### src/logic/dp_diag_pkg.sv
// Constants, register map and types of the diagnostic response framer
package dp_diag_pkg;

  ////////////////////////////////////////////////////////////////////////////
  // Register map: block offsets relative to the base, own registers fixed
  localparam logic [7:0] OFS_TRIG = 8'h00; // Diagnostic status byte
  localparam logic [7:0] OFS_PAY = 8'h01; // First user payload byte
  localparam logic [7:0] BLK_LEN = 8'h06; // Status byte plus five bytes
  localparam logic [7:0] ADR_BASE = 8'h80; // Block base location
  localparam logic [7:0] ADR_STAT1 = 8'h81; // Station status one flags
  localparam logic [7:0] ADR_STAT2 = 8'h82; // Station status two flags
  localparam logic [7:0] ADR_IRQ_ST = 8'h83; // Sticky event flags, W1C
  localparam logic [7:0] ADR_IRQ_MSK = 8'h84; // Event enable mask
  localparam logic [7:0] ADR_ERR = 8'h85; // Latched error message code
  localparam logic [7:0] ADR_MADDR = 8'h86; // Parametrizing master
  localparam logic [7:0] ADR_ENG = 8'h87; // Engine state, read only

  ////////////////////////////////////////////////////////////////////////////
  // Reset values
  localparam logic [5:0] BASE_RST = 6'h00;
  localparam logic [7:0] STAT1_RST = 8'h02; // Not ready until told
  localparam logic [7:0] STAT2_RST = 8'h04;
  localparam logic [7:0] ERR_RST = 8'h00;
  localparam logic [7:0] MADDR_RST = 8'hff; // No master yet
  localparam logic [2:0] MSK_RST = 3'h0;

  ////////////////////////////////////////////////////////////////////////////
  // Response layout
  localparam logic [3:0] FRAME_LAST = 4'hf; // Sixteen bytes, 0..15
  localparam logic [3:0] IDX_STAT1 = 4'h0;
  localparam logic [3:0] IDX_STAT2 = 4'h1;
  localparam logic [3:0] IDX_STAT3 = 4'h2;
  localparam logic [3:0] IDX_MADDR = 4'h3;
  localparam logic [3:0] IDX_ID_HI = 4'h4;
  localparam logic [3:0] IDX_ID_LO = 4'h5;
  localparam logic [3:0] IDX_LEN = 4'h6;
  localparam logic [3:0] IDX_MSG = 4'h7;
  localparam logic [3:0] IDX_USER = 4'hb; // First user byte
  localparam logic [7:0] STAT1_MASK = 8'h5e; // Bits 1,2,3,4,6 live
  localparam logic [7:0] STAT2_MASK = 8'h3b; // Bits 0,1,3,4,5 live
  localparam logic [7:0] STAT2_ONE = 8'h04; // Bit 2 always one
  localparam int OVF_BIT = 7;
  localparam logic [7:0] LEN_CODE = 8'h0a; // Code 00, length 001010

  ////////////////////////////////////////////////////////////////////////////
  // Message codes
  localparam logic [7:0] MSG_PRM_LEN = 8'h12;
  localparam logic [7:0] MSG_CFG_LEN = 8'h13;
  localparam logic [7:0] MSG_CFG_ENTRY = 8'h14;
  localparam logic [7:0] MSG_BUF_CALC = 8'h15;
  localparam logic [7:0] MSG_CFG_MISS = 8'h16;
  localparam logic [7:0] MSG_PRM_CFG = 8'h17;
  localparam logic [7:0] MSG_USER_OK = 8'h40;

  ////////////////////////////////////////////////////////////////////////////
  // Diagnostic status byte fields
  localparam int TRIG_VALID = 0;
  localparam int TRIG_DEL = 1;
  localparam logic [7:0] TRIG_MASK = 8'h03;
  localparam logic [7:0] TRIG_IGNORE = 8'h03;

  ////////////////////////////////////////////////////////////////////////////
  // Event flags
  localparam int IRQ_SENT = 0; // A response left completely
  localparam int IRQ_IGN = 1; // A status write was ignored
  localparam int IRQ_OVF = 2; // A request arrived while one waited
  localparam int IRQ_W = 3;

  // Frame engine states
  typedef enum logic [1:0] {ST_IDLE, ST_LOAD, ST_SEND} frm_state_t;

endpackage

### src/logic/dp_sticky_flag.sv
// One sticky event flag, set by hardware, cleared by software
`timescale 1ns/1ps
module dp_sticky_flag (
  input wire logic clk_sys_i,
  input wire logic rst_n_i,
  input wire logic set_i,
  input wire logic clr_i,
  output logic flag_o
);

  logic flag_r;
  logic flag_nxt;

  // Set wins so an event in the clearing cycle is kept
  assign flag_nxt = set_i | (flag_r & ~clr_i);
  assign flag_o = flag_r;

  // Flag register
  always_ff @(posedge clk_sys_i or negedge rst_n_i) begin
    if (!rst_n_i) begin
      flag_r <= 1'b0;
    end else begin
      flag_r <= flag_nxt;
    end
  end

endmodule // dp_sticky_flag

### src/logic/dp_diag_framer.sv
// Diagnostic response framer of a fieldbus slave with register port
`timescale 1ns/1ps
module dp_diag_framer #(
  parameter logic [15:0] IDENT = 16'h5a3c // Arbitrary value
) (
  input wire logic clk_sys_i,
  input wire logic rst_n_i,
  // Register port
  input wire logic [7:0] addr_i,
  input wire logic [7:0] wdata_i,
  input wire logic wr_i,
  input wire logic rd_i,
  output logic [7:0] rdata_o,
  // Master side events
  input wire logic diag_req_i,
  input wire logic parm_event_i,
  input wire logic [7:0] parm_master_i,
  input wire logic err_event_i,
  input wire logic [7:0] err_code_i,
  // Response byte stream
  output logic frame_valid_o,
  input wire logic frame_ready_i,
  output logic [7:0] frame_byte_o,
  output logic frame_last_o,
  // Interrupt
  output logic irq_o
);

  ////////////////////////////////////////////////////////////////////////////
  // Storage
  logic [7:0] trig_r; // Diagnostic status byte
  logic [39:0] pay_r; // User bytes, byte k at [8k+:8]
  logic [39:0] pay_nxt;
  logic [5:0] base_r; // Six bits keep block below own registers
  logic [7:0] stat1_r;
  logic [7:0] stat2_r;
  logic [7:0] err_r; // Last error message code
  logic [7:0] maddr_r; // Master that parametrized us
  logic ovf_r; // Overflow shown in status three
  logic pend_r; // A response is waiting to go
  logic [2:0] msk_r;
  logic [2:0] flag_w;
  dp_diag_pkg::frm_state_t state_r;
  dp_diag_pkg::frm_state_t state_nxt;
  logic [3:0] idx_r; // Byte being sent
  logic [7:0] byte_r;
  logic [7:0] byte_nxt;
  logic last_r;
  logic [7:0] rdata_r;
  logic [7:0] rdata_nxt;

  ////////////////////////////////////////////////////////////////////////////
  // Address decode
  wire [7:0] base_w = {2'b00, base_r};
  wire [7:0] rel_w = addr_i - base_w;
  wire in_blk = (addr_i >= base_w) && (rel_w < dp_diag_pkg::BLK_LEN);
  wire wr_trig = wr_i && in_blk && (rel_w == dp_diag_pkg::OFS_TRIG);
  wire wr_pay = wr_i && in_blk && (rel_w >= dp_diag_pkg::OFS_PAY);
  wire [2:0] pay_sel = 3'(rel_w - dp_diag_pkg::OFS_PAY);
  wire wr_base = wr_i && (addr_i == dp_diag_pkg::ADR_BASE);
  wire wr_stat1 = wr_i && (addr_i == dp_diag_pkg::ADR_STAT1);
  wire wr_stat2 = wr_i && (addr_i == dp_diag_pkg::ADR_STAT2);
  wire wr_irq = wr_i && (addr_i == dp_diag_pkg::ADR_IRQ_ST);
  wire wr_msk = wr_i && (addr_i == dp_diag_pkg::ADR_IRQ_MSK);

  ////////////////////////////////////////////////////////////////////////////
  // Status byte decode
  // ignore both bits
  wire trig_ign = wr_trig && (wdata_i == dp_diag_pkg::TRIG_IGNORE);
  wire trig_take = wr_trig && !trig_ign;
  wire trig_rise = trig_take && !trig_r[dp_diag_pkg::TRIG_VALID] &&
                   wdata_i[dp_diag_pkg::TRIG_VALID];
  wire trig_del = trig_take && wdata_i[dp_diag_pkg::TRIG_DEL];

  ////////////////////////////////////////////////////////////////////////////
  // Frame engine control
  // request, rising valid bit or error
  wire start_evt = diag_req_i || trig_rise || err_event_i;
  wire idle_w = (state_r == dp_diag_pkg::ST_IDLE);
  wire take_w = idle_w && pend_r;
  wire beat_w = (state_r == dp_diag_pkg::ST_SEND) && frame_ready_i;
  wire done_w = beat_w && (idx_r == dp_diag_pkg::FRAME_LAST);
  // Only one response can wait; a further one is lost
  wire ovf_evt = start_evt && pend_r && !take_w;

  // Engine next state
  always_comb begin
    state_nxt = state_r;
    case (state_r)
      dp_diag_pkg::ST_IDLE: begin
        if (pend_r) begin
          state_nxt = dp_diag_pkg::ST_LOAD;
        end
      end
      dp_diag_pkg::ST_LOAD: begin
        state_nxt = dp_diag_pkg::ST_SEND;
      end
      dp_diag_pkg::ST_SEND: begin
        if (done_w) begin
          state_nxt = dp_diag_pkg::ST_IDLE;
        end else if (frame_ready_i) begin
          state_nxt = dp_diag_pkg::ST_LOAD;
        end
      end
      default: begin
        state_nxt = dp_diag_pkg::ST_IDLE;
      end
    endcase
  end

  ////////////////////////////////////////////////////////////////////////////
  // Response byte builder
  always_comb begin
    byte_nxt = 8'h00;
    case (idx_r)
      dp_diag_pkg::IDX_STAT1: byte_nxt = stat1_r & dp_diag_pkg::STAT1_MASK;
      dp_diag_pkg::IDX_STAT2: begin
        byte_nxt = (stat2_r & dp_diag_pkg::STAT2_MASK) |
                   dp_diag_pkg::STAT2_ONE;
      end
      dp_diag_pkg::IDX_STAT3: byte_nxt[dp_diag_pkg::OVF_BIT] = ovf_r;
      dp_diag_pkg::IDX_MADDR: byte_nxt = maddr_r;
      dp_diag_pkg::IDX_ID_HI: byte_nxt = IDENT[15:8];
      dp_diag_pkg::IDX_ID_LO: byte_nxt = IDENT[7:0];
      dp_diag_pkg::IDX_LEN: byte_nxt = dp_diag_pkg::LEN_CODE;
      dp_diag_pkg::IDX_MSG: begin
        byte_nxt = trig_r[dp_diag_pkg::TRIG_VALID] ?
                   dp_diag_pkg::MSG_USER_OK : err_r;
      end
      default: begin
        if (idx_r >= dp_diag_pkg::IDX_USER) begin
          byte_nxt = pay_r[8*(idx_r - dp_diag_pkg::IDX_USER) +: 8];
        end else begin
          byte_nxt = 8'h00;
        end
      end
    endcase
  end

  // Frame engine registers; byte taken fresh in each load cycle
  always_ff @(posedge clk_sys_i or negedge rst_n_i) begin
    if (!rst_n_i) begin
      state_r <= dp_diag_pkg::ST_IDLE;
      idx_r <= 4'h0;
      byte_r <= 8'h00;
      last_r <= 1'b0;
    end else begin
      state_r <= state_nxt;
      if (take_w) idx_r <= 4'h0;
      else if (beat_w && !done_w) idx_r <= idx_r + 4'h1;
      if (state_r == dp_diag_pkg::ST_LOAD) begin
        byte_r <= byte_nxt;
        last_r <= (idx_r == dp_diag_pkg::FRAME_LAST);
      end
    end
  end

  // Pending request and overflow; set wins over clear
  always_ff @(posedge clk_sys_i or negedge rst_n_i) begin
    if (!rst_n_i) begin
      pend_r <= 1'b0;
      ovf_r <= 1'b0;
    end else begin
      pend_r <= start_evt || (pend_r && !take_w);
      ovf_r <= ovf_evt || (ovf_r && !trig_del);
    end
  end

  ////////////////////////////////////////////////////////////////////////////
  // Process image block
  // bytes behind status
  always_comb begin
    pay_nxt = pay_r;
    if (wr_pay) begin
      pay_nxt[8*pay_sel +: 8] = wdata_i;
    end
  end

  // Image storage; reserved status bits are not kept
  always_ff @(posedge clk_sys_i or negedge rst_n_i) begin
    if (!rst_n_i) begin
      trig_r <= 8'h00;
      pay_r <= 40'h00_0000_0000;
    end else begin
      if (trig_take) trig_r <= wdata_i & dp_diag_pkg::TRIG_MASK;
      pay_r <= pay_nxt;
    end
  end

  ////////////////////////////////////////////////////////////////////////////
  // Configuration and latched status
  always_ff @(posedge clk_sys_i or negedge rst_n_i) begin
    if (!rst_n_i) begin
      base_r <= dp_diag_pkg::BASE_RST;
      stat1_r <= dp_diag_pkg::STAT1_RST;
      stat2_r <= dp_diag_pkg::STAT2_RST;
      msk_r <= dp_diag_pkg::MSK_RST;
      maddr_r <= dp_diag_pkg::MADDR_RST;
    end else begin
      if (wr_base) base_r <= wdata_i[5:0];
      if (wr_stat1) stat1_r <= wdata_i & dp_diag_pkg::STAT1_MASK;
      if (wr_stat2) stat2_r <= wdata_i & dp_diag_pkg::STAT2_MASK;
      if (wr_msk) msk_r <= wdata_i[2:0];
      if (parm_event_i) maddr_r <= parm_master_i;
    end
  end

  // Error code; a new error wins over a delete
  always_ff @(posedge clk_sys_i or negedge rst_n_i) begin
    if (!rst_n_i) begin
      err_r <= dp_diag_pkg::ERR_RST;
    end else if (err_event_i) begin
      err_r <= err_code_i;
    end else if (trig_del) begin
      err_r <= dp_diag_pkg::ERR_RST;
    end
  end

  ////////////////////////////////////////////////////////////////////////////
  // Event flags and interrupt
  wire [2:0] ev_w = {ovf_evt, trig_ign, done_w};
  genvar g;
  generate
    for (g = 0; g < dp_diag_pkg::IRQ_W; g++) begin : g_flag
      dp_sticky_flag u_flag (
        .clk_sys_i(clk_sys_i),
        .rst_n_i(rst_n_i),
        .set_i(ev_w[g]),
        .clr_i(wr_irq && wdata_i[g]),
        .flag_o(flag_w[g])
      );
    end
  endgenerate
  assign irq_o = |(flag_w & msk_r);

  ////////////////////////////////////////////////////////////////////////////
  // Read port, data in the cycle after the strobe only
  always_comb begin
    rdata_nxt = 8'h00;
    if (in_blk && (rel_w == dp_diag_pkg::OFS_TRIG)) rdata_nxt = trig_r;
    else if (in_blk) rdata_nxt = pay_r[8*pay_sel +: 8];
    else begin
      case (addr_i)
        dp_diag_pkg::ADR_BASE: rdata_nxt = base_w;
        dp_diag_pkg::ADR_STAT1: rdata_nxt = stat1_r;
        dp_diag_pkg::ADR_STAT2: rdata_nxt = stat2_r;
        dp_diag_pkg::ADR_IRQ_ST: rdata_nxt = {5'h00, flag_w};
        dp_diag_pkg::ADR_IRQ_MSK: rdata_nxt = {5'h00, msk_r};
        dp_diag_pkg::ADR_ERR: rdata_nxt = err_r;
        dp_diag_pkg::ADR_MADDR: rdata_nxt = maddr_r;
        dp_diag_pkg::ADR_ENG: rdata_nxt = {6'h00, ovf_r, pend_r};
        default: rdata_nxt = 8'h00;
      endcase
    end
  end

  // Read data register
  always_ff @(posedge clk_sys_i or negedge rst_n_i) begin
    if (!rst_n_i) rdata_r <= 8'h00;
    else rdata_r <= rd_i ? rdata_nxt : 8'h00;
  end

  assign rdata_o = rdata_r;
  assign frame_valid_o = (state_r == dp_diag_pkg::ST_SEND);
  assign frame_byte_o = byte_r;
  assign frame_last_o = last_r;

  wire load_w = (state_r == dp_diag_pkg::ST_LOAD);
endmodule // dp_diag_framer

### config.mk
export PLATFORM = sky130hd
export DESIGN_NAME = dp_diag_framer
export DESIGN_NICKNAME = d
export VERILOG_FILES = /design/src/logic/dp_diag_pkg.sv /design/src/logic/dp_sticky_flag.sv /design/src/logic/dp_diag_framer.sv
export SDC_FILE = /design/constraint.sdc
export NUM_CORES = 1
export LEC_CHECK = 0
export BUFFER_PORTS_ARGS = -buffer_cell sky130_fd_sc_hd__buf_2
export CELL_PAD_IN_SITES_DETAIL_PLACEMENT = 1
export CELL_PAD_IN_SITES_GLOBAL_PLACEMENT = 1
export CORE_UTILIZATION = 34
export DETAILED_ROUTE_END_ITERATION = 12
export PLACE_DENSITY = 0.7
export SKIP_CTS_REPAIR_TIMING = 1
export SYNTH_ARGS = -nofsm -noshare
export SYNTH_HDL_FRONTEND = slang
export SYNTH_SLANG_ARGS = --single-unit
### constraint.sdc
create_clock -name clk_sys_i -period 5.15 [get_ports clk_sys_i]
set_input_delay 0.2575 -clock clk_sys_i [delete_from_list [all_inputs] [get_ports clk_sys_i]]
set_output_delay 0.2575 -clock clk_sys_i [all_outputs]
set_load 0.03 [all_outputs]
**Yosys cells after proc, flatten, opt, wreduce, memory -nomap -nowiden**

Index checks and enable logic that the tools add are counted.

- Bits in registers: 106
- Bits of input ports: 40

- Add/sub/neg operators: 5
- Shift operators: 4
- Bitwise gates (word level): 10
- Equality and inequality tests: 21
- Order comparisons: 4
- Multiplexer cells: 17
- Reduce and logical (&&, ||, !) cells: 43

Operators with widths:

| operator | number |
|---|---|
| $eq A8 B8 Y1 const B | 8 |
| $pmux W8 S8 | 1 |
| $mux W8 | 7 |
| $pmux W7 S8 | 1 |
| $bwmux W40 | 1 |
| $shift A8 B34 Y40 const A | 1 |
| $shiftx A40 B33 Y8 | 1 |
| $shiftx A40 B7 Y8 | 1 |
| $shiftx A8 B34 Y40 | 1 |
| $neg A6 Y34 | 1 |
| $logic_and A1 B1 Y1 | 26 |
| $eq A4 B3 Y1 const B | 4 |
| $eq A4 B2 Y1 const B | 2 |
| $eq A8 B2 Y1 const B | 1 |
| $ge A8 B1 Y1 const B | 1 |
| $ge A8 B6 Y1 | 1 |
| $logic_not A8 Y1 | 1 |
| $lt A8 B3 Y1 const B | 1 |
| $mux W4 | 2 |
| $sub A8 B6 Y8 | 1 |
| $mux W2 | 3 |
| $pmux W2 S3 | 1 |
| $logic_not A1 Y1 | 5 |
| $reduce_or A5 Y1 | 1 |
| other kinds (21) | 31 |

**Depth between registers and ports, before layout**

- Depth after elaboration: 15
- Depth in mapped cells: 13

**Cells and area by module**

A second synthesis with hierarchy kept.

- Cell total of the unflattened synthesis: 635
- Area, all modules: 6,349.8 µm²

Modules (own cells, without submodules):

| module | area an instance (µm²) | cells each | times used |
|---|---|---|---|
| dp_diag_framer | 6,241.0 | 626 | 1 |
| dp_sticky_flag | 36.3 | 3 | 3 |

**Worst setup path before layout**

Ideal clock, no wire load.

- Kind: input to register
- Start: in addr_i[0]
- End: reg pay_r[37]
- Data arrival time: 3.705 ns
- Path slack: 1.320 ns
- Data required time: 5.025 ns
- Stages on the path: 12
- Setup time: 0.125 ns
- Cells stage by stage: clkbuf_1 inv_1 ha_1 fa_1 ha_1 xnor2_1 inv_1 clkbuf_1 ha_1 nand4b_1 nor4_4 mux2_2

- Longest elaborated chain between the ends: 5

Ends and longest elaborated chain:

| what | RTL line | text |
|---|---|---|
| start: declaration | dp_diag_framer.sv:9 | `input wire logic [7:0] addr_i,` |
| $sub A8 B6 Y8 | dp_diag_framer.sv:55 | `wire [7:0] rel_w = addr_i - base_w;` |
| $sub A3 B1 Y3 / $lt A8 B3 Y1 (equally long branches) | dp_diag_framer.sv:59, dp_diag_framer.sv:56 |  |
| $neg A6 Y34 / $logic_and A1 B1 Y1 (equally long branches) | dp_diag_framer.sv:175, dp_diag_framer.sv:56 |  |
| $shiftx A8 B34 Y40 (tied with other cells) | dp_diag_framer.sv:175 | `pay_nxt[8*pay_sel +: 8] = wdata_i;` |
| $bwmux W40 / $logic_and A1 B1 Y1 (equally long branches) | dp_diag_framer.sv:175, dp_diag_framer.sv:58 |  |
| end signal: assignment | dp_diag_framer.sv:186 | `pay_r <= pay_nxt;` |
| end: declaration | dp_diag_framer.sv:32 | `logic [39:0] pay_r;` |

Parallel ways exist; a longest one is shown, timed or not.
A chain may end at the register's enable or synchronous reset.

**Final worst setup path**

- Start: reg base_r[0]
- End: reg pay_r[34]

- Longest elaborated chain between the ends: 5

Ends and longest elaborated chain:

| what | RTL line | text |
|---|---|---|
| start: declaration | dp_diag_framer.sv:34 | `logic [5:0] base_r;` |
| start signal: assignment | dp_diag_framer.sv:194 | `base_r <= dp_diag_pkg::BASE_RST;` |
| start signal: assignment | dp_diag_framer.sv:200 | `if (wr_base) base_r <= wdata_i[5:0];` |
| $sub A8 B6 Y8 | dp_diag_framer.sv:55 |  |
| $sub A3 B1 Y3 / $lt A8 B3 Y1 (equally long branches) | dp_diag_framer.sv:59, dp_diag_framer.sv:56 |  |
| $neg A6 Y34 / $logic_and A1 B1 Y1 (equally long branches) | dp_diag_framer.sv:175, dp_diag_framer.sv:56 |  |
| $shiftx A8 B34 Y40 (tied with other cells) | dp_diag_framer.sv:175 |  |
| $bwmux W40 / $logic_and A1 B1 Y1 (equally long branches) | dp_diag_framer.sv:175, dp_diag_framer.sv:58 |  |

Parallel ways exist; a longest one is shown, timed or not.

==> flow_metrics.env <==
export IMPL_status="finished clean"
export IMPL_gp_routability_congestion=0.907
export IMPL_synthFlopType="dfrtp_1"
export IMPL_required_ps=5400
export IMPL_vias_per_cell=5.64
export IMPL_critical_path_buf_inv_count=1
export IMPL_crit_top_cell="ha_1"
export IMPL_leakagePower_nw=3.06
export IMPL_port_buffers=58
export IMPL_cap_viol_max_count=0
export IMPL_synth_edf_count=0
export IMPL_ant_nets=0
export IMPL_worstSetupPathType="reg -> reg"
export IMPL_synth_seq_cells=106
export IMPL_insertion_delay_ps=370
export IMPL_ir_worst_vdd_uv=231
export IMPL_antenna_found_initial=0
export IMPL_synth_area_mm2=0.00621
export IMPL_grt_overflow=0
export IMPL_n_antenna_cell=0
export IMPL_vias=4961
export IMPL_io_pins=59
export IMPL_netlist_instances=609
export IMPL_critPathCaptureType="flip-flop"
export IMPL_cts_sinks=106
export IMPL_crit_family="adder cells"
export IMPL_async_reset_ff_share_pct=100
export IMPL_synth_area_leaders="dfrtp_1 (39%), mux2_2 (6.9%), mux4_2 (5.1%)"
export IMPL_fp_dieArea_mm2=0.0188
export IMPL_post_drt_wl_per_cell_um=22.0
export IMPL_drive_gt1_share_pct=23.5
export IMPL_cts_tree="yes"
export IMPL_min_path_type="in -> reg"
export IMPL_hpwl_um=14500
export IMPL_cts_buffers=9
export IMPL_synth_top_cell_area_share_pct=38.7
export IMPL_timing_hold_violations_final=0
export IMPL_wl_um=19300
export IMPL_yosysWarnings=0
export IMPL_grtUsageTotal_pct=22.0
export IMPL_slew_violations=0
export IMPL_grt_max_degree=75
export IMPL_synth_distinct_cells=67
export IMPL_drtIter0Drc=304
export IMPL_cp_data_arrival_time_ps=4390
export IMPL_fmax_mhz=242
export IMPL_grt_pass1_wl_um=30400
export IMPL_h_tree_depth=3
export IMPL_cp_cell_sequence="ha_1, fa_1, ha_1, xnor2_1, inv_1, ha_1, nand4b_1, nor4_4, mux2_2"
export IMPL_finalSetupViolations=0
export IMPL_num_nets_final=704
export IMPL_dieHeight_um=137
export IMPL_tns_ps=0
export IMPL_start_util_pct=34.7
export IMPL_core_area_mm2=0.0179
export IMPL_slew_headroom_pct=35.0
export IMPL_start_kind="flip-flop"
export IMPL_area_growth_pct=11.9
export IMPL_drc=0
export IMPL_grt_pass1_vias=5278
export IMPL_worst_slew_pin_slew_ps=974
export IMPL_cts_clk_slew_worst_paths_ps=80
export IMPL_rsz0062_at_grt="false"
export IMPL_drtPass1Iterations=5
export IMPL_yosys_area_top_type="dfrtp_1"
export IMPL_slowest_delay_ps=590
export IMPL_die_x_um=137
export IMPL_utilization_pct=38.8
export IMPL_rows=49
export IMPL_crit_path_max_fanout=11
export IMPL_pwr_density_cell_mw_per_mm2=347
export IMPL_ys_seq_area_share_pct=42.9
export IMPL_critPathSlowestCell="nor4_4"
export IMPL_synth_fp_nets=668
export IMPL_cts_root_buf="clkbuf_16"
export IMPL_layout_min_cycle_time_ps=4140
export IMPL_synth_area_per_cell_um2=10.2
export IMPL_period_share_pct=80.4
export IMPL_finClkSkew_ps=10.9
export IMPL_clock_path_buffers=2
worst paths after layout:
| check | startpoint | endpoint | slack (ps) | cells after the start |
|---|---|---|---|---|
| setup / recovery | base_r[0] | pay_r[34] | 1010 | 9 |
| hold / removal | err_code_i[1] | err_r[1] | 130 | 2 |
| max in group asynchronous | rst_n_i | pay_r[13] | 3470 | 3 |
| setup reg to reg | base_r[0] | pay_r[34] | 1010 | 9 |
| hold reg to reg | frame_last_o | frame_last_o | 480 | 2 |
| min in group asynchronous | rst_n_i | err_r[2] | 380 | 2 |
registers in the layout (all words and copies together), names as in the netlist, 3 cells and up:
register and count:
pay_r 40, stat2_r 6, err_r 8, base_r 6, idx_r 4, maddr_r 8
rdata_o 8, stat1_r 5, msk_r 3, frame_byte_o 8, g_flag.u_flag.flag_o 3
power by group:
part           total, W  switching (W)  leakage (nW)  internal, W
logic          0.000701       0.000444          1.66     0.000257
registers       0.00103      0.0000965          1.26     0.000930
clock network  0.000686       0.000349         0.139     0.000337
total           0.00241       0.000889          3.06      0.00152
per-layer routing:
layer / GRT usage, % / routed length (um) / vias up
met4: 6.53 / 413 / 0
met5: 0 / 0 / -
li1: - / - / 2270
met3: 4.22 / 815 / 27
met1: 29.0 / 8650 / 2527
met2: 36.4 / 9420 / 137
cell families after synthesis:
group	Yosys count	share of synthesized area (%)
and+or+nand+nor	183	15.9
buffers and inverters	84	5.40
xor gates and xnor gates	7	0.988
AOI/OAI and AO/OA	130	14.3
DFF	106	42.9
muxes	80	16.5
adders and majority gates	19	3.95
synth_stat cells (8+ instances only):
master    number
and3_1        14
a22oi_1       11
mux4_2        14
inv_1         46
dfstp_2       10
mux2i_1       27
a22o_1        11
clkbuf_1      29
dfrtp_1       96
o22ai_1        8
mux2_2        38
nand2_1       74
o21ai_0       32
nand3_1       23
a21oi_1       23
ha_1          18
nor2_1        20
worst reg2reg max path, cell delays in order, from the launching register on:
cell and delay (ps):
dfrtp_1 420, ha_1 210, fa_1 570, ha_1 270, xnor2_1 520, inv_1 340, ha_1 500, nand4b_1 190
nor4_4 590, mux2_2 410
metrics by stage:
step | cells | total power [W] | setup slack (ps) | hold slack [ps] | cell area (um2)
finish | 879 | 0.00241 | 1010 | 128 | 6950
global placement | 862 | 0.00171 | 945 | 214 | 6650
CTS | 878 | 0.00244 | 1100 | -174 | 6940
floorplan | 609 | 0.00151 | 1320 | -38.1 | 6210
global route | 879 | 0.00254 | 711 | 113 | 6950
detailed placement | 862 | 0.00174 | 742 | 220 | 6650
placed cells by master (no fill, tap or decap), types with 4 or more instances in the layout:
cell type / count
a222oi_1: 5
mux2i_1: 27
dfstp_2: 10
a22o_1: 11
nor3b_1: 5
nand2_1: 74
buf_2: 57
and3_1: 14
inv_1: 46
dfrtp_1: 96
a211oi_1: 5
nand2b_1: 6
o22ai_1: 8
a32oi_1: 4
buf_4: 5
ha_1: 18
nor4_4: 5
nand3b_1: 4
xnor2_1: 4
clkbuf_16: 9
nor2_1: 20
a21oi_1: 23
nor3_1: 7
nor2b_1: 5
nand3_1: 23
mux4_2: 14
a22oi_1: 11
mux2_2: 38
o21ai_0: 32
area by class of cell:
type,instances,area (um2)
inverters,46,173
well taps,229,287
clock inverters,7,58.8
flip-flops and latches,106,2670
repair buffers,63,333
multi-input cells,419,3210
clock buffers,9,225
fillers,2036,11000
(Power assumes the default switching activity.)
